$ cat src/hw/delay_mgr_pkg.sv
package delay_mgr_pkg;
  localparam logic [3:0] ADDR_DELAY_TIMER = 4'h0;
  localparam logic [3:0] ADDR_ZERO_CAPTURE = 4'h1;
  localparam logic [3:0] ADDR_ZERO_PREVIOUS = 4'h2;
  localparam logic [3:0] ADDR_COMM_COMPARE = 4'h3;
  localparam logic [3:0] ADDR_DELAY_WEIGHT = 4'h4;
  localparam logic [3:0] ADDR_DEMAG_COMPARE = 4'h5;
  localparam logic [3:0] ADDR_RATIO_DIVIDER = 4'h6;
  localparam logic [3:0] ADDR_CONTROL = 4'h7;
  localparam logic [3:0] ADDR_FLAGS = 4'h8;
  localparam logic [3:0] ADDR_PHASE_CONFIG = 4'h9;
  localparam logic [3:0] ADDR_PHASE_ACTIVE = 4'hA;
  // Control register bits
  localparam int CTL_CLK_EN = 0;
  localparam int CTL_AUTO = 1;
  localparam int CTL_SIM_COMM = 2;
  localparam int CTL_SRC_SEL = 3;
  localparam int CTL_DEBUG = 4;
  localparam int CTL_DIRECT = 5;
  localparam int CTL_SENSOR_MODE = 6;
  localparam int CTL_SEL_LO = 8;
  localparam int CTL_SEL_HI = 9;
  // Flag register bits
  localparam int FLG_INC = 0;
  localparam int FLG_DEC = 1;
  localparam int FLG_OVF = 2;
  localparam int FLG_MASK = 3;
  localparam logic [7:0] TIMER_MEDIAN = 8'h80;
  localparam logic [7:0] TIMER_LOW = 8'h55;
  localparam logic [7:0] TIMER_MAX = 8'hFF;
  localparam logic [3:0] RATIO_MAX = 4'hF;
  localparam logic [3:0] RATIO_MIN = 4'h0;
  localparam logic [1:0] SEL_NONE = 2'h0;
endpackage

$ cat src/hw/auto_commutation_delay_manager.sv
// Design decisions made here: strobed register access and the placing of the registers.
module auto_commutation_delay_manager (
  input wire logic clock,
  input wire logic reset_n,
  // Register port
  input wire logic [3:0] reg_addr,
  input wire logic [15:0] reg_wdata,
  input wire logic reg_write,
  input wire logic reg_read,
  output logic [15:0] reg_rdata,
  // Position sensing events (asynchronous pins)
  input wire logic zero_event_in,
  input wire logic demag_event_in,
  input wire logic capture_event_in,
  input wire logic measure_event_in,
  input wire logic sim_zero_in,
  // Outputs
  output logic commutation_pulse,
  output logic ratio_irq,
  output logic zero_event_pin,
  output logic demag_event_pin
);
  logic [7:0] delay_timer_ff, zero_cross_capture_ff, zero_cross_previous_ff;
  logic [7:0] commutation_compare_ff, delay_weight_ff, demag_compare_ff;
  logic [3:0] ratio_divider_ff;
  logic [9:0] control_ff;
  logic [3:0] flags_ff;
  logic [7:0] phase_config_ff, phase_active_ff;
  logic [14:0] prescale_ff;
  logic armed_ff, recompute_ff, comm_ff, irq_ff, zpin_ff, dpin_ff;
  logic [15:0] rdata_ff;
  logic [4:0] sync1_ff, sync2_ff, sync3_ff;

  // Two flops per pin, third stage only for edge detection
  always_ff @(posedge clock or negedge reset_n) begin
    if (!reset_n) begin
      sync1_ff <= 5'h0_0;
      sync2_ff <= 5'h0_0;
      sync3_ff <= 5'h0_0;
    end else begin
      sync1_ff <= {sim_zero_in, measure_event_in, capture_event_in, demag_event_in, zero_event_in};
      sync2_ff <= sync1_ff;
      sync3_ff <= sync2_ff;
    end
  end

  logic [4:0] rise;
  assign rise = sync2_ff & ~sync3_ff;
  logic hw_zero, demag, cap_ev, meas_ev, sim_zero;
  assign hw_zero = rise[0];
  assign demag = rise[1];
  assign cap_ev = rise[2];
  assign meas_ev = rise[3];
  assign sim_zero = rise[4];

  logic run, auto_mode, sim_comm, sensor_none;
  assign run = control_ff[delay_mgr_pkg::CTL_CLK_EN];
  assign auto_mode = control_ff[delay_mgr_pkg::CTL_AUTO];
  assign sim_comm = control_ff[delay_mgr_pkg::CTL_SIM_COMM];
  assign sensor_none = control_ff[delay_mgr_pkg::CTL_SEL_HI:delay_mgr_pkg::CTL_SEL_LO]
                       == delay_mgr_pkg::SEL_NONE;

  logic wr, rd;
  assign wr = reg_write;
  assign rd = reg_read;
  logic timer_wr_ok;
  assign timer_wr_ok = !run;

  // Tick of prescaler: 2**ratio clocks per count
  logic tick;
  logic [14:0] pre_limit;
  assign pre_limit = 15'((16'h0001 << ratio_divider_ff) - 16'h0001);
  assign tick = run && (prescale_ff >= pre_limit);
  always_ff @(posedge clock or negedge reset_n) begin
    if (!reset_n) prescale_ff <= 15'h0000;
    else if (!run || tick) prescale_ff <= 15'h0000;
    else prescale_ff <= prescale_ff + 15'h0001;
  end

  logic zero_any, overflow, shift_up, shift_down, cap_sel_ok;
  assign zero_any = run && auto_mode && (hw_zero || sim_zero);
  assign overflow = tick && delay_timer_ff == delay_mgr_pkg::TIMER_MAX;
  // A zero event at FFh wins over the step up
  assign shift_up = auto_mode && overflow && !zero_any
                    && ratio_divider_ff != delay_mgr_pkg::RATIO_MAX;
  assign shift_down = zero_any && delay_timer_ff < delay_mgr_pkg::TIMER_LOW
                      && ratio_divider_ff != delay_mgr_pkg::RATIO_MIN;

  // Multiplier: weight x selected capture / 256
  logic [7:0] sel_cap;
  logic [15:0] product;
  assign sel_cap = control_ff[delay_mgr_pkg::CTL_SRC_SEL] ? zero_cross_capture_ff
                   : zero_cross_previous_ff;
  assign product = delay_weight_ff * sel_cap;

  logic comm_hit;
  // No hit while registers shift, or the halved compare fires twice
  assign comm_hit = run && armed_ff && !recompute_ff && !zero_any && !shift_up
                    && commutation_compare_ff <= delay_timer_ff;

  // Timer
  always_ff @(posedge clock or negedge reset_n) begin
    if (!reset_n) delay_timer_ff <= 8'h00;
    else if (wr && reg_addr == delay_mgr_pkg::ADDR_DELAY_TIMER && timer_wr_ok)
      delay_timer_ff <= reg_wdata[7:0];
    else if (zero_any && shift_down) delay_timer_ff <= 8'h00;
    else if (zero_any) delay_timer_ff <= 8'h00;
    else if (shift_up) delay_timer_ff <= delay_mgr_pkg::TIMER_MEDIAN;
    else if (tick) delay_timer_ff <= delay_timer_ff + 8'h01;
  end

  // Captures
  always_ff @(posedge clock or negedge reset_n) begin
    if (!reset_n) begin
      zero_cross_capture_ff <= 8'h00;
      zero_cross_previous_ff <= 8'h00;
    end else if (zero_any) begin
      zero_cross_previous_ff <= shift_down ? {zero_cross_capture_ff[6:0], 1'b0}
                                : zero_cross_capture_ff;
      if (hw_zero)
        zero_cross_capture_ff <= shift_down ? {delay_timer_ff[6:0], 1'b0}
                                 : delay_timer_ff;
      else if (shift_down)
        zero_cross_capture_ff <= {zero_cross_capture_ff[6:0], 1'b0};
    end else if (shift_up) begin
      zero_cross_capture_ff <= {1'b0, zero_cross_capture_ff[7:1]};
      zero_cross_previous_ff <= {1'b0, zero_cross_previous_ff[7:1]};
    end else if (wr && reg_addr == delay_mgr_pkg::ADDR_ZERO_CAPTURE) begin
      zero_cross_capture_ff <= reg_wdata[7:0];
    end else if (wr && reg_addr == delay_mgr_pkg::ADDR_ZERO_PREVIOUS && timer_wr_ok) begin
      zero_cross_previous_ff <= reg_wdata[7:0];
    end
  end

  // Recompute request after zero event or any shift, except in simulated commutation mode
  always_ff @(posedge clock or negedge reset_n) begin
    if (!reset_n) recompute_ff <= 1'b0;
    else recompute_ff <= !sim_comm && (zero_any || shift_up);
  end

  // Compare register and arming
  always_ff @(posedge clock or negedge reset_n) begin
    if (!reset_n) begin
      commutation_compare_ff <= 8'h00;
      armed_ff <= 1'b0;
    end else if (wr && reg_addr == delay_mgr_pkg::ADDR_COMM_COMPARE
                 && (timer_wr_ok || sim_comm)) begin
      commutation_compare_ff <= reg_wdata[7:0];
      armed_ff <= 1'b1;
    end else if (wr && reg_addr == delay_mgr_pkg::ADDR_CONTROL
                 && reg_wdata[delay_mgr_pkg::CTL_SIM_COMM] && !sim_comm) begin
      // Entering simulated mode drops a stale multiplier arm
      armed_ff <= 1'b0;
    end else if (recompute_ff) begin
      commutation_compare_ff <= product[15:8];
      armed_ff <= 1'b1;
    end else if (shift_up) begin
      commutation_compare_ff <= {1'b0, commutation_compare_ff[7:1]};
    end else if (shift_down) begin
      commutation_compare_ff <= {commutation_compare_ff[6:0], 1'b0};
    end else if (comm_hit) begin
      commutation_compare_ff <= delay_timer_ff;
      armed_ff <= 1'b0;
    end else if (!sim_comm && control_ff[delay_mgr_pkg::CTL_SIM_COMM] == 1'b0 && !run) begin
      armed_ff <= 1'b0;
    end
  end

  // Demag compare follows the shifts
  always_ff @(posedge clock or negedge reset_n) begin
    if (!reset_n) demag_compare_ff <= 8'h00;
    else if (wr && reg_addr == delay_mgr_pkg::ADDR_DEMAG_COMPARE)
      demag_compare_ff <= reg_wdata[7:0];
    else if (shift_up) demag_compare_ff <= {1'b0, demag_compare_ff[7:1]};
    else if (shift_down) demag_compare_ff <= {demag_compare_ff[6:0], 1'b0};
  end

  // Ratio divider
  always_ff @(posedge clock or negedge reset_n) begin
    if (!reset_n) ratio_divider_ff <= 4'h0;
    else if (wr && reg_addr == delay_mgr_pkg::ADDR_RATIO_DIVIDER && timer_wr_ok)
      ratio_divider_ff <= reg_wdata[3:0];
    else if (shift_up) ratio_divider_ff <= ratio_divider_ff + 4'h1;
    else if (shift_down) ratio_divider_ff <= ratio_divider_ff - 4'h1;
  end

  // Simple config registers
  always_ff @(posedge clock or negedge reset_n) begin
    if (!reset_n) begin
      control_ff <= 10'h000;
      delay_weight_ff <= 8'h00;
    end else if (wr && reg_addr == delay_mgr_pkg::ADDR_CONTROL) begin
      control_ff <= reg_wdata[9:0];
    end else if (wr && reg_addr == delay_mgr_pkg::ADDR_DELAY_WEIGHT) begin
      delay_weight_ff <= reg_wdata[7:0];
    end
  end

  // Flags: hardware set beats software clear
  logic [3:0] nxt_flags;
  always_comb begin
    nxt_flags = flags_ff;
    if (wr && reg_addr == delay_mgr_pkg::ADDR_FLAGS)
      nxt_flags = reg_wdata[3:0];
    if (shift_up) nxt_flags[delay_mgr_pkg::FLG_INC] = 1'b1;
    if (shift_down) nxt_flags[delay_mgr_pkg::FLG_DEC] = 1'b1;
    if (auto_mode && overflow && sensor_none)
      nxt_flags[delay_mgr_pkg::FLG_OVF] = 1'b1;
  end
  always_ff @(posedge clock or negedge reset_n) begin
    if (!reset_n) flags_ff <= 4'h0;
    else flags_ff <= nxt_flags;
  end

  always_ff @(posedge clock or negedge reset_n) begin
    if (!reset_n) irq_ff <= 1'b0;
    else irq_ff <= flags_ff[delay_mgr_pkg::FLG_MASK]
                   && (flags_ff[delay_mgr_pkg::FLG_INC] || flags_ff[delay_mgr_pkg::FLG_DEC]);
  end

  // Phase step bits: preload then apply on a commutation hit; direct mode writes both at once
  always_ff @(posedge clock or negedge reset_n) begin
    if (!reset_n) begin
      phase_config_ff <= 8'h00;
      phase_active_ff <= 8'h00;
    end else begin
      if (wr && reg_addr == delay_mgr_pkg::ADDR_PHASE_CONFIG)
        phase_config_ff <= reg_wdata[7:0];
      if (control_ff[delay_mgr_pkg::CTL_DIRECT]) begin
        if (wr && reg_addr == delay_mgr_pkg::ADDR_PHASE_CONFIG)
          phase_active_ff <= reg_wdata[7:0];
      end else if (comm_hit) begin
        phase_active_ff <= phase_config_ff;
      end
    end
  end

  always_ff @(posedge clock or negedge reset_n) begin
    if (!reset_n) comm_ff <= 1'b0;
    else comm_ff <= comm_hit;
  end

  // Debug pins
  always_ff @(posedge clock or negedge reset_n) begin
    if (!reset_n) begin
      zpin_ff <= 1'b0;
      dpin_ff <= 1'b0;
    end else if (!control_ff[delay_mgr_pkg::CTL_DEBUG]) begin
      zpin_ff <= 1'b0;
      dpin_ff <= 1'b0;
    end else if (!sensor_none) begin
      if (cap_ev) dpin_ff <= !dpin_ff;
      if (meas_ev) zpin_ff <= !zpin_ff;
    end else if (control_ff[delay_mgr_pkg::CTL_SENSOR_MODE]) begin
      if (comm_hit) dpin_ff <= !dpin_ff;
      zpin_ff <= hw_zero;
    end else begin
      zpin_ff <= hw_zero || sim_zero || comm_hit;
      dpin_ff <= demag || comm_hit;
    end
  end

  // Read port
  always_ff @(posedge clock or negedge reset_n) begin
    if (!reset_n) rdata_ff <= 16'h0000;
    else if (rd) begin
      case (reg_addr)
        delay_mgr_pkg::ADDR_DELAY_TIMER: rdata_ff <= {8'h00, delay_timer_ff};
        delay_mgr_pkg::ADDR_ZERO_CAPTURE: rdata_ff <= {8'h00, zero_cross_capture_ff};
        delay_mgr_pkg::ADDR_ZERO_PREVIOUS: rdata_ff <= {8'h00, zero_cross_previous_ff};
        delay_mgr_pkg::ADDR_COMM_COMPARE: rdata_ff <= {8'h00, commutation_compare_ff};
        delay_mgr_pkg::ADDR_DELAY_WEIGHT: rdata_ff <= {8'h00, delay_weight_ff};
        delay_mgr_pkg::ADDR_DEMAG_COMPARE: rdata_ff <= {8'h00, demag_compare_ff};
        delay_mgr_pkg::ADDR_RATIO_DIVIDER: rdata_ff <= {12'h000, ratio_divider_ff};
        delay_mgr_pkg::ADDR_CONTROL: rdata_ff <= {6'h00, control_ff};
        delay_mgr_pkg::ADDR_FLAGS: rdata_ff <= {12'h000, flags_ff};
        delay_mgr_pkg::ADDR_PHASE_CONFIG: rdata_ff <= {8'h00, phase_config_ff};
        delay_mgr_pkg::ADDR_PHASE_ACTIVE: rdata_ff <= {8'h00, phase_active_ff};
        default: rdata_ff <= 16'h0000;
      endcase
    end else rdata_ff <= 16'h0000;
  end

  assign reg_rdata = rdata_ff;
  assign commutation_pulse = comm_ff;
  assign ratio_irq = irq_ff;
  assign zero_event_pin = zpin_ff;
  assign demag_event_pin = dpin_ff;

  AST_ZERO_RESETS: assert property (@(posedge clock) disable iff (!reset_n)
    (zero_any && !(wr && reg_addr == delay_mgr_pkg::ADDR_DELAY_TIMER)) |=> delay_timer_ff == 8'h00)
    else $error("timer not reset on zero event");
  AST_CAPTURE: assert property (@(posedge clock) disable iff (!reset_n)
    (zero_any && hw_zero && !shift_down) |=> zero_cross_capture_ff == $past(delay_timer_ff))
    else $error("capture mismatch");
  AST_MULT: assert property (@(posedge clock) disable iff (!reset_n)
    (recompute_ff && !wr) |=> commutation_compare_ff == $past(product[15:8]))
    else $error("compare not loaded from product");
  AST_HIT: assert property (@(posedge clock) disable iff (!reset_n)
    (comm_hit && !wr) |=> commutation_pulse ##0 !armed_ff[*1])
    else $error("commutation not issued");
  AST_UP: assert property (@(posedge clock) disable iff (!reset_n)
    shift_up |=> ratio_divider_ff == $past(ratio_divider_ff) + 4'h1
    && delay_timer_ff == delay_mgr_pkg::TIMER_MEDIAN) else $error("bad increment");
  AST_MIN: assert property (@(posedge clock) disable iff (!reset_n)
    (ratio_divider_ff == delay_mgr_pkg::RATIO_MIN && zero_any && !wr)
    |=> ratio_divider_ff == delay_mgr_pkg::RATIO_MIN && !$rose(flags_ff[delay_mgr_pkg::FLG_DEC]))
    else $error("ratio below zero");
  AST_MAX: assert property (@(posedge clock) disable iff (!reset_n)
    (overflow && ratio_divider_ff == 4'hF) |=> delay_timer_ff == 8'h00 && ratio_divider_ff == 4'hF)
    else $error("wrap at max ratio wrong");
  AST_LOCK: assert property (@(posedge clock) disable iff (!reset_n)
    (run && !shift_up && !shift_down) |=> $stable(ratio_divider_ff))
    else $error("ratio changed while running");
  AST_DEC: assert property (@(posedge clock) disable iff (!reset_n)
    shift_down |=> ratio_divider_ff == $past(ratio_divider_ff) - 4'h1
    && flags_ff[delay_mgr_pkg::FLG_DEC]) else $error("bad decrement");
  AST_IRQ_INC: assert property (@(posedge clock) disable iff (!reset_n)
    (shift_up && flags_ff[delay_mgr_pkg::FLG_MASK] && !wr) |-> ##2 ratio_irq)
    else $error("increment irq missing");
  AST_SIM_DISARM: assert property (@(posedge clock) disable iff (!reset_n)
    (wr && reg_addr == delay_mgr_pkg::ADDR_CONTROL && reg_wdata[delay_mgr_pkg::CTL_SIM_COMM]
    && !sim_comm) |=> !armed_ff) else $error("compare still armed in simulated mode");
  AST_DBG_ZERO: assert property (@(posedge clock) disable iff (!reset_n)
    (control_ff[delay_mgr_pkg::CTL_DEBUG] && sensor_none
    && !control_ff[delay_mgr_pkg::CTL_SENSOR_MODE] && hw_zero) |=> zero_event_pin)
    else $error("zero event not shown on debug pin");
  AST_SPEED_DBG: assert property (@(posedge clock) disable iff (!reset_n)
    (control_ff[delay_mgr_pkg::CTL_DEBUG] && !sensor_none && cap_ev)
    |=> demag_event_pin != $past(demag_event_pin)) else $error("capture toggle missing");
  AST_SENSOR_DBG: assert property (@(posedge clock) disable iff (!reset_n)
    (control_ff[delay_mgr_pkg::CTL_DEBUG] && sensor_none
    && control_ff[delay_mgr_pkg::CTL_SENSOR_MODE] && comm_hit)
    |=> demag_event_pin != $past(demag_event_pin)) else $error("commutation toggle missing");
endmodule

$ cat config.mk
export PLATFORM = sky130hd
export DESIGN_NAME = auto_commutation_delay_manager
export DESIGN_NICKNAME = d
export VERILOG_FILES = /design/src/hw/delay_mgr_pkg.sv /design/src/hw/auto_commutation_delay_manager.sv
export SDC_FILE = /design/constraint.sdc
export NUM_CORES = 1
export LEC_CHECK = 0
export BUFFER_PORTS_ARGS = -buffer_cell sky130_fd_sc_hd__buf_2
export CAP_MARGIN = 10
export CORE_AREA = 2 2 160 162
export DETAILED_ROUTE_END_ITERATION = 8
export DIE_AREA = 0 0 162 164
export PLACE_DENSITY = 0.63
export SYNTH_ARGS = -nofsm -noshare
export SYNTH_HDL_FRONTEND = slang
export SYNTH_SLANG_ARGS = --single-unit
$ cat constraint.sdc
create_clock -name clock -period 6.35 [get_ports clock]
set_clock_uncertainty 0.1 [all_clocks]
set_input_delay 0.3175 -clock clock [delete_from_list [all_inputs] [get_ports clock]]
set_output_delay 0.3175 -clock clock [all_outputs]
set_load 0.02 [all_outputs]
Word-level counts from Yosys, hierarchy flattened
Index checks and enable logic that the tools add are counted.
{"block": "word_totals", "regBits": 134, "inputBits": 29, "output_inout_bits": 20, "word_cells": 183}
{"block": "op_classes", "add_sub_neg": 5, "multipliers": 1, "n_lt_le_gt_ge": 3, "eq_ne": 20, "shifts": 1, "mux": 54, "bitwise_logic": 4, "reduce_logical": 70}
{"cell": "$mux 8", "count": 28}
{"cell": "$pmux 10 s11", "count": 1}
{"cell": "$logic_and 1x1->1", "count": 36}
{"cell": "$mux 1", "count": 19}
{"cell": "$eq 4x3->1 const B", "count": 4}
{"cell": "$mul 8x8->16", "count": 1}
{"cell": "$mux 16", "count": 1}
{"cell": "$add 15x1->15 const B", "count": 1}
{"cell": "$ge 15x15->1", "count": 1}
{"cell": "$mux 15", "count": 1}
{"cell": "$reduce_bool 5->1", "count": 3}
{"cell": "$shl 1x4->15 const A", "count": 1}
{"cell": "$sub 15x1->15 const B", "count": 1}
{"cell": "$eq 4x4->1 const B", "count": 3}
{"cell": "$mux 4", "count": 3}
{"cell": "$reduce_bool 3->1", "count": 4}
{"cell": "$reduce_and 2->1", "count": 5}
{"cell": "$add 8x1->8 const B", "count": 1}
{"cell": "$eq 4x2->1 const B", "count": 2}
{"cell": "$eq 8x8->1 const B", "count": 1}
{"cell": "$le 8x8->1", "count": 1}
{"cell": "$lt 8x7->1 const B", "count": 1}
{"cell": "$ne 4x2->1 const B", "count": 2}
{"cell": "$reduce_bool 2->1", "count": 4}
{"cell": "19 further kinds", "count": 33}

Logic depth before layout (Yosys ltp)
{"block": "depth", "ltp_word": 17, "mapped_depth": 26, "mapped_depth_nobuf": 20}

Worst setup path before layout
Ideal clock, no wire load.
{"block": "synth_path", "kind": "reg-to-reg", "startpoint": "register control_ff[3]", "endpoint": "register commutation_compare_ff[2]", "setup_time_ns": 0.126, "t_arrival_ns": 5.047, "required_time_ns": 6.124, "slack_ns": 1.077, "stages_incl_launch_ff": 18, "n_path_buf": 2, "synth_period_minus_slack_ns": 5.273, "cell_sequence": "dfrtp_1 > buf_6 > clkbuf_1 > o21ai_1 > nand2_1 > fa_1 > fa_1 > inv_1 > fa_1 > fa_1 > ha_1 > a2111oi_0 > a21oi_1 > a21o_1 > a211o_1 > o211ai_1 > o41ai_1 > a221o_1"}
{"block": "synth_between", "elab_chain_len": 5}
{"element": "start, declared", "line_no": "auto_commutation_delay_manager.sv:26", "rtl": "logic [9:0] control_ff;"}
{"element": "start signal, assigned", "line_no": "auto_commutation_delay_manager.sv:193", "rtl": "control_ff <= reg_wdata[9:0];"}
{"element": "$mux 8", "line_no": "auto_commutation_delay_manager.sv:92", "rtl": "assign sel_cap = control_ff[delay_mgr_pkg::CTL_SRC_SEL] ? zero_cross_capture_ff"}
{"element": "$mul 8x8->16", "line_no": "auto_commutation_delay_manager.sv:94", "rtl": "assign product = delay_weight_ff * sel_cap;"}
{"element": "$mux 8", "line_no": "auto_commutation_delay_manager.sv:154", "rtl": "end else if (recompute_ff) begin"}
{"element": "$mux 8", "line_no": "auto_commutation_delay_manager.sv:150", "rtl": "end else if (wr && reg_addr == delay_mgr_pkg::ADDR_CONTROL"}
{"element": "$mux 8", "line_no": "auto_commutation_delay_manager.sv:146", "rtl": "end else if (wr && reg_addr == delay_mgr_pkg::ADDR_COMM_COMPARE"}
{"element": "end signal, assigned", "line_no": "auto_commutation_delay_manager.sv:148", "rtl": "commutation_compare_ff <= reg_wdata[7:0];"}
{"element": "end signal, assigned", "line_no": "auto_commutation_delay_manager.sv:155", "rtl": "commutation_compare_ff <= product[15:8];"}
{"element": "end signal, assigned", "line_no": "auto_commutation_delay_manager.sv:158", "rtl": "commutation_compare_ff <= {1'b0, commutation_compare_ff[7:1]};"}
{"element": "end, declared", "line_no": "auto_commutation_delay_manager.sv:24", "rtl": "logic [7:0] commutation_compare_ff, delay_weight_ff, demag_compare_ff;"}
No other way between the ends. The select of a mux whose other input is x is not followed.
A chain may end at the register's enable or synchronous reset.

Final worst setup path
Same ends and word-level chain as after synthesis.

==> run metrics <==
status finished, final reports clean; Top Ports 49; HP Class input port to flip-flop; nets 1193; DRT antenna net count 0; pin count of the biggest net entering global routing 75; Initial Utilization 39.6%; Area Growth Syn to Fin 10.6%; Cell Area, Synth 9830 um^2; sequential share of the synthesized area 32.6%; Tot GR Track Use approximately a fifth; clock transition at the registers of the reported paths 60 ps; measured slew at the worst slew-check pin 1050 ps; R2R Path Start control_ff[3]; I/O Buffers 36; P_leak 4.96 nW; Placed Cells 1371; count of final setup violators 0; clock period minus worst slack approximately 5700 ps; RR Endpoint commutation_compare_ff[2]; Distinct cells, synth 76; Max FO, Critical Path 15; total CTS buffers 17; most frequent cells in the layout dfrtp_1 (128), nand2_1 (102), nor2_1 (78); die height roughly 160 um; Worst EP arrival ~6000 ps; Setup Buffers After CTS 0; number of fill cells 2448; Yosys warnings 0; Final Instance Count excl. Fillers 1409; first-pass GRT wire length 43.1 mm; CTS Root Cell clkbuf_16; wire per inst between 15 and 20 um; r2r worst-path depth 15; First DRT Iteration DRCs 824; Final Worst Setup Slack 613 ps; CTS tree built; Tcrit/Tclk final 90.3%; final wirelength 27.2 mm; Setup CP Type flip-flop to flip-flop; Ant. Diodes 0; Slowest cell on crit path dfrtp_1; Peak Freq 0.174 GHz; Worst EP required 6550 ps; Post-synth ARST share 100%; setup TNS 0 ps; slew margin rel. 29.7%; Pins Over Slew Limit 0; max-cap check violation count 0; via total after detailed routing 8059; Die ar. 26600 um^2; initial antenna violation count 0; Final Core Density 43.8%; FF-to-FF setup slack about 610 ps; drt via density 5.72; cell mode on critical path fa_1; CTS H-tree lvls 4; DRC viols 0; number of global-route vias before repair 7657; WHS 16.9 ps; CP max stage delay roughly 560 ps; dpl hpwl 19.4 mm; top_reg_cell synth dfrtp_1; post-cts resize count 0; CP Launch Point control_ff[3]; drt first pass iters 5; chip width 162 um; Overflow after GRT 0; Setup crit end commutation_compare_ff[2]; pwr dens between 400 and 500 nW/um^2; Yosys reg bits 128; RSZ-0062 raised after global routing no; most common cell after layout, fill and taps aside dfrtp_1; clk_lat worst skew about 430 ps; Clock Sinks ~130; share of cells above drive strength 1 15.2%; GP Congestion 0.929; Final Hold Vio Count 0; Max Root-Sink Buffers 2; Post-synth EDFFs 0; Mapped Cells 1062; crit start category flip-flop; chain of cells forming the critical path o21ai_1, nand2_1, fa_1, fa_1, inv_1, fa_1, fa_1, ha_1, a2111oi_0, a21oi_1, a21o_1, a211o_1, o211ai_1, o41ai_1, a221o_1; Setup crit end kind flip-flop; Mean Syn Cell Area 9.26 um^2; core area 24800 um^2; worst vdd ir 264 uV; row count 58; dpl ws 587 ps
kinds of logic after synthesis:
logic type / count (synthesis) / share of synthesized area, %
multiplexers: 107 / 12.1
adder cells (fa/ha/maj): 98 / 15.2
flip-flops: 128 / 32.6
buffers and inverters: 147 / 6.02
AO/OA/AOI/OAI: 233 / 15.9
other: 1 / 0.0381
AND/OR/NAND/NOR: 325 / 16.2
XOR/XNOR: 23 / 2.05
layer usage:
layer,vias up,wire (um),track usage (%)
met1,3972,12300,28.7
met3,63,1690,3.74
met4,0,909,9.01
li1,3744,-,-
met5,-,0,0
met2,280,12300,32.7
flip-flops by register name (all words and copies together), names as in the netlist, 5 cells and up:
name / cells
sync2_ff: 5
sync3_ff: 5
zero_cross_capture_ff: 8
reg_rdata: 10
phase_config_ff: 8
control_ff: 10
commutation_compare_ff: 8
delay_timer_ff: 8
phase_active_ff: 8
demag_compare_ff: 8
sync1_ff: 5
prescale_ff: 15
delay_weight_ff: 8
zero_cross_previous_ff: 8
power by group:
group          leakage, nW  internal, mW  total [mW]  switching, mW
clock                0.290         0.562       0.963          0.401
sequential            1.59          1.03        1.43          0.398
combinational         3.07          1.31        2.98           1.67
total                 4.96          2.90        5.37           2.47
cell usage after synthesis (11+ instances only):
cell type	instances	share of area, %
nand2b_1	16	1.0
ha_1	62	7.9
nor2b_1	17	1.1
dfrtp_1	128	33
clkbuf_1	44	1.7
a31oi_1	19	1.2
a21oi_1	47	2.4
inv_1	70	2.7
a22oi_1	11	0.84
o211ai_1	17	1.3
nand3_1	22	1.1
o21ai_0	43	2.2
mux2i_1	38	3.9
and2_1	27	1.7
nor3_1	16	0.81
buf_1	16	0.61
o21ai_1	14	0.71
nor2_1	78	3.0
nand2_1	102	3.9
xnor2_1	15	1.3
fa_1	36	7.3
mux2_2	63	7.2
and3_1	17	1.1
worst min-delay path by stage:
stage	endpoint	depth (start not counted)	slack (ps)	start
2_1_floorplan	armed_ff	0	-80	reset_n
3_3_place_gp	sync2_ff[0]	0	230	sync1_ff[0]
3_5_place_dp	sync2_ff[3]	0	240	sync1_ff[3]
4_1_cts	control_ff[8]	2	6	reg_wdata[8]
5_1_grt	control_ff[8]	2	8	reg_wdata[8]
6_report	control_ff[8]	2	20	reg_wdata[8]
area by class of cell:
class                      count  area [um^2]  area share, %
multi-input combinational    792         6070           55.8
sequential                   128         3200           29.5
clock buffer                  18          439           4.04
tap                          330          413           3.80
timing repair buffer          53          329           3.03
inverter                      74          278           2.55
clock inverter                14          145           1.33
per-stage QoR:
| step | power, mW | area, um^2 |
|---|---|---|
| 3_5_place_dp | 4.40 | 10200 |
| 5_1_grt | 5.89 | 10900 |
| 4_1_cts | 5.40 | 10900 |
| 6_report | 5.37 | 10900 |
| 3_3_place_gp | 4.34 | 10200 |
| 2_1_floorplan | 3.59 | 9850 |
timing repair:
item,CTS,global route
hold buffers,6,0
endpoints found under the setup margin,0,0
endpoints found under the hold margin,78,0
worst max-delay path, delay by kind of cell (launching register included):
family / cells / cell delay, ps
AOI/OAI and AO/OA: 8 / 2450
adders and majority gates: 5 / 2290
DFF: 1 / 560
and+or+nand+nor: 1 / 150
buffers and inverters: 1 / 50
Note: power is estimated with default switching activity, not from simulation.
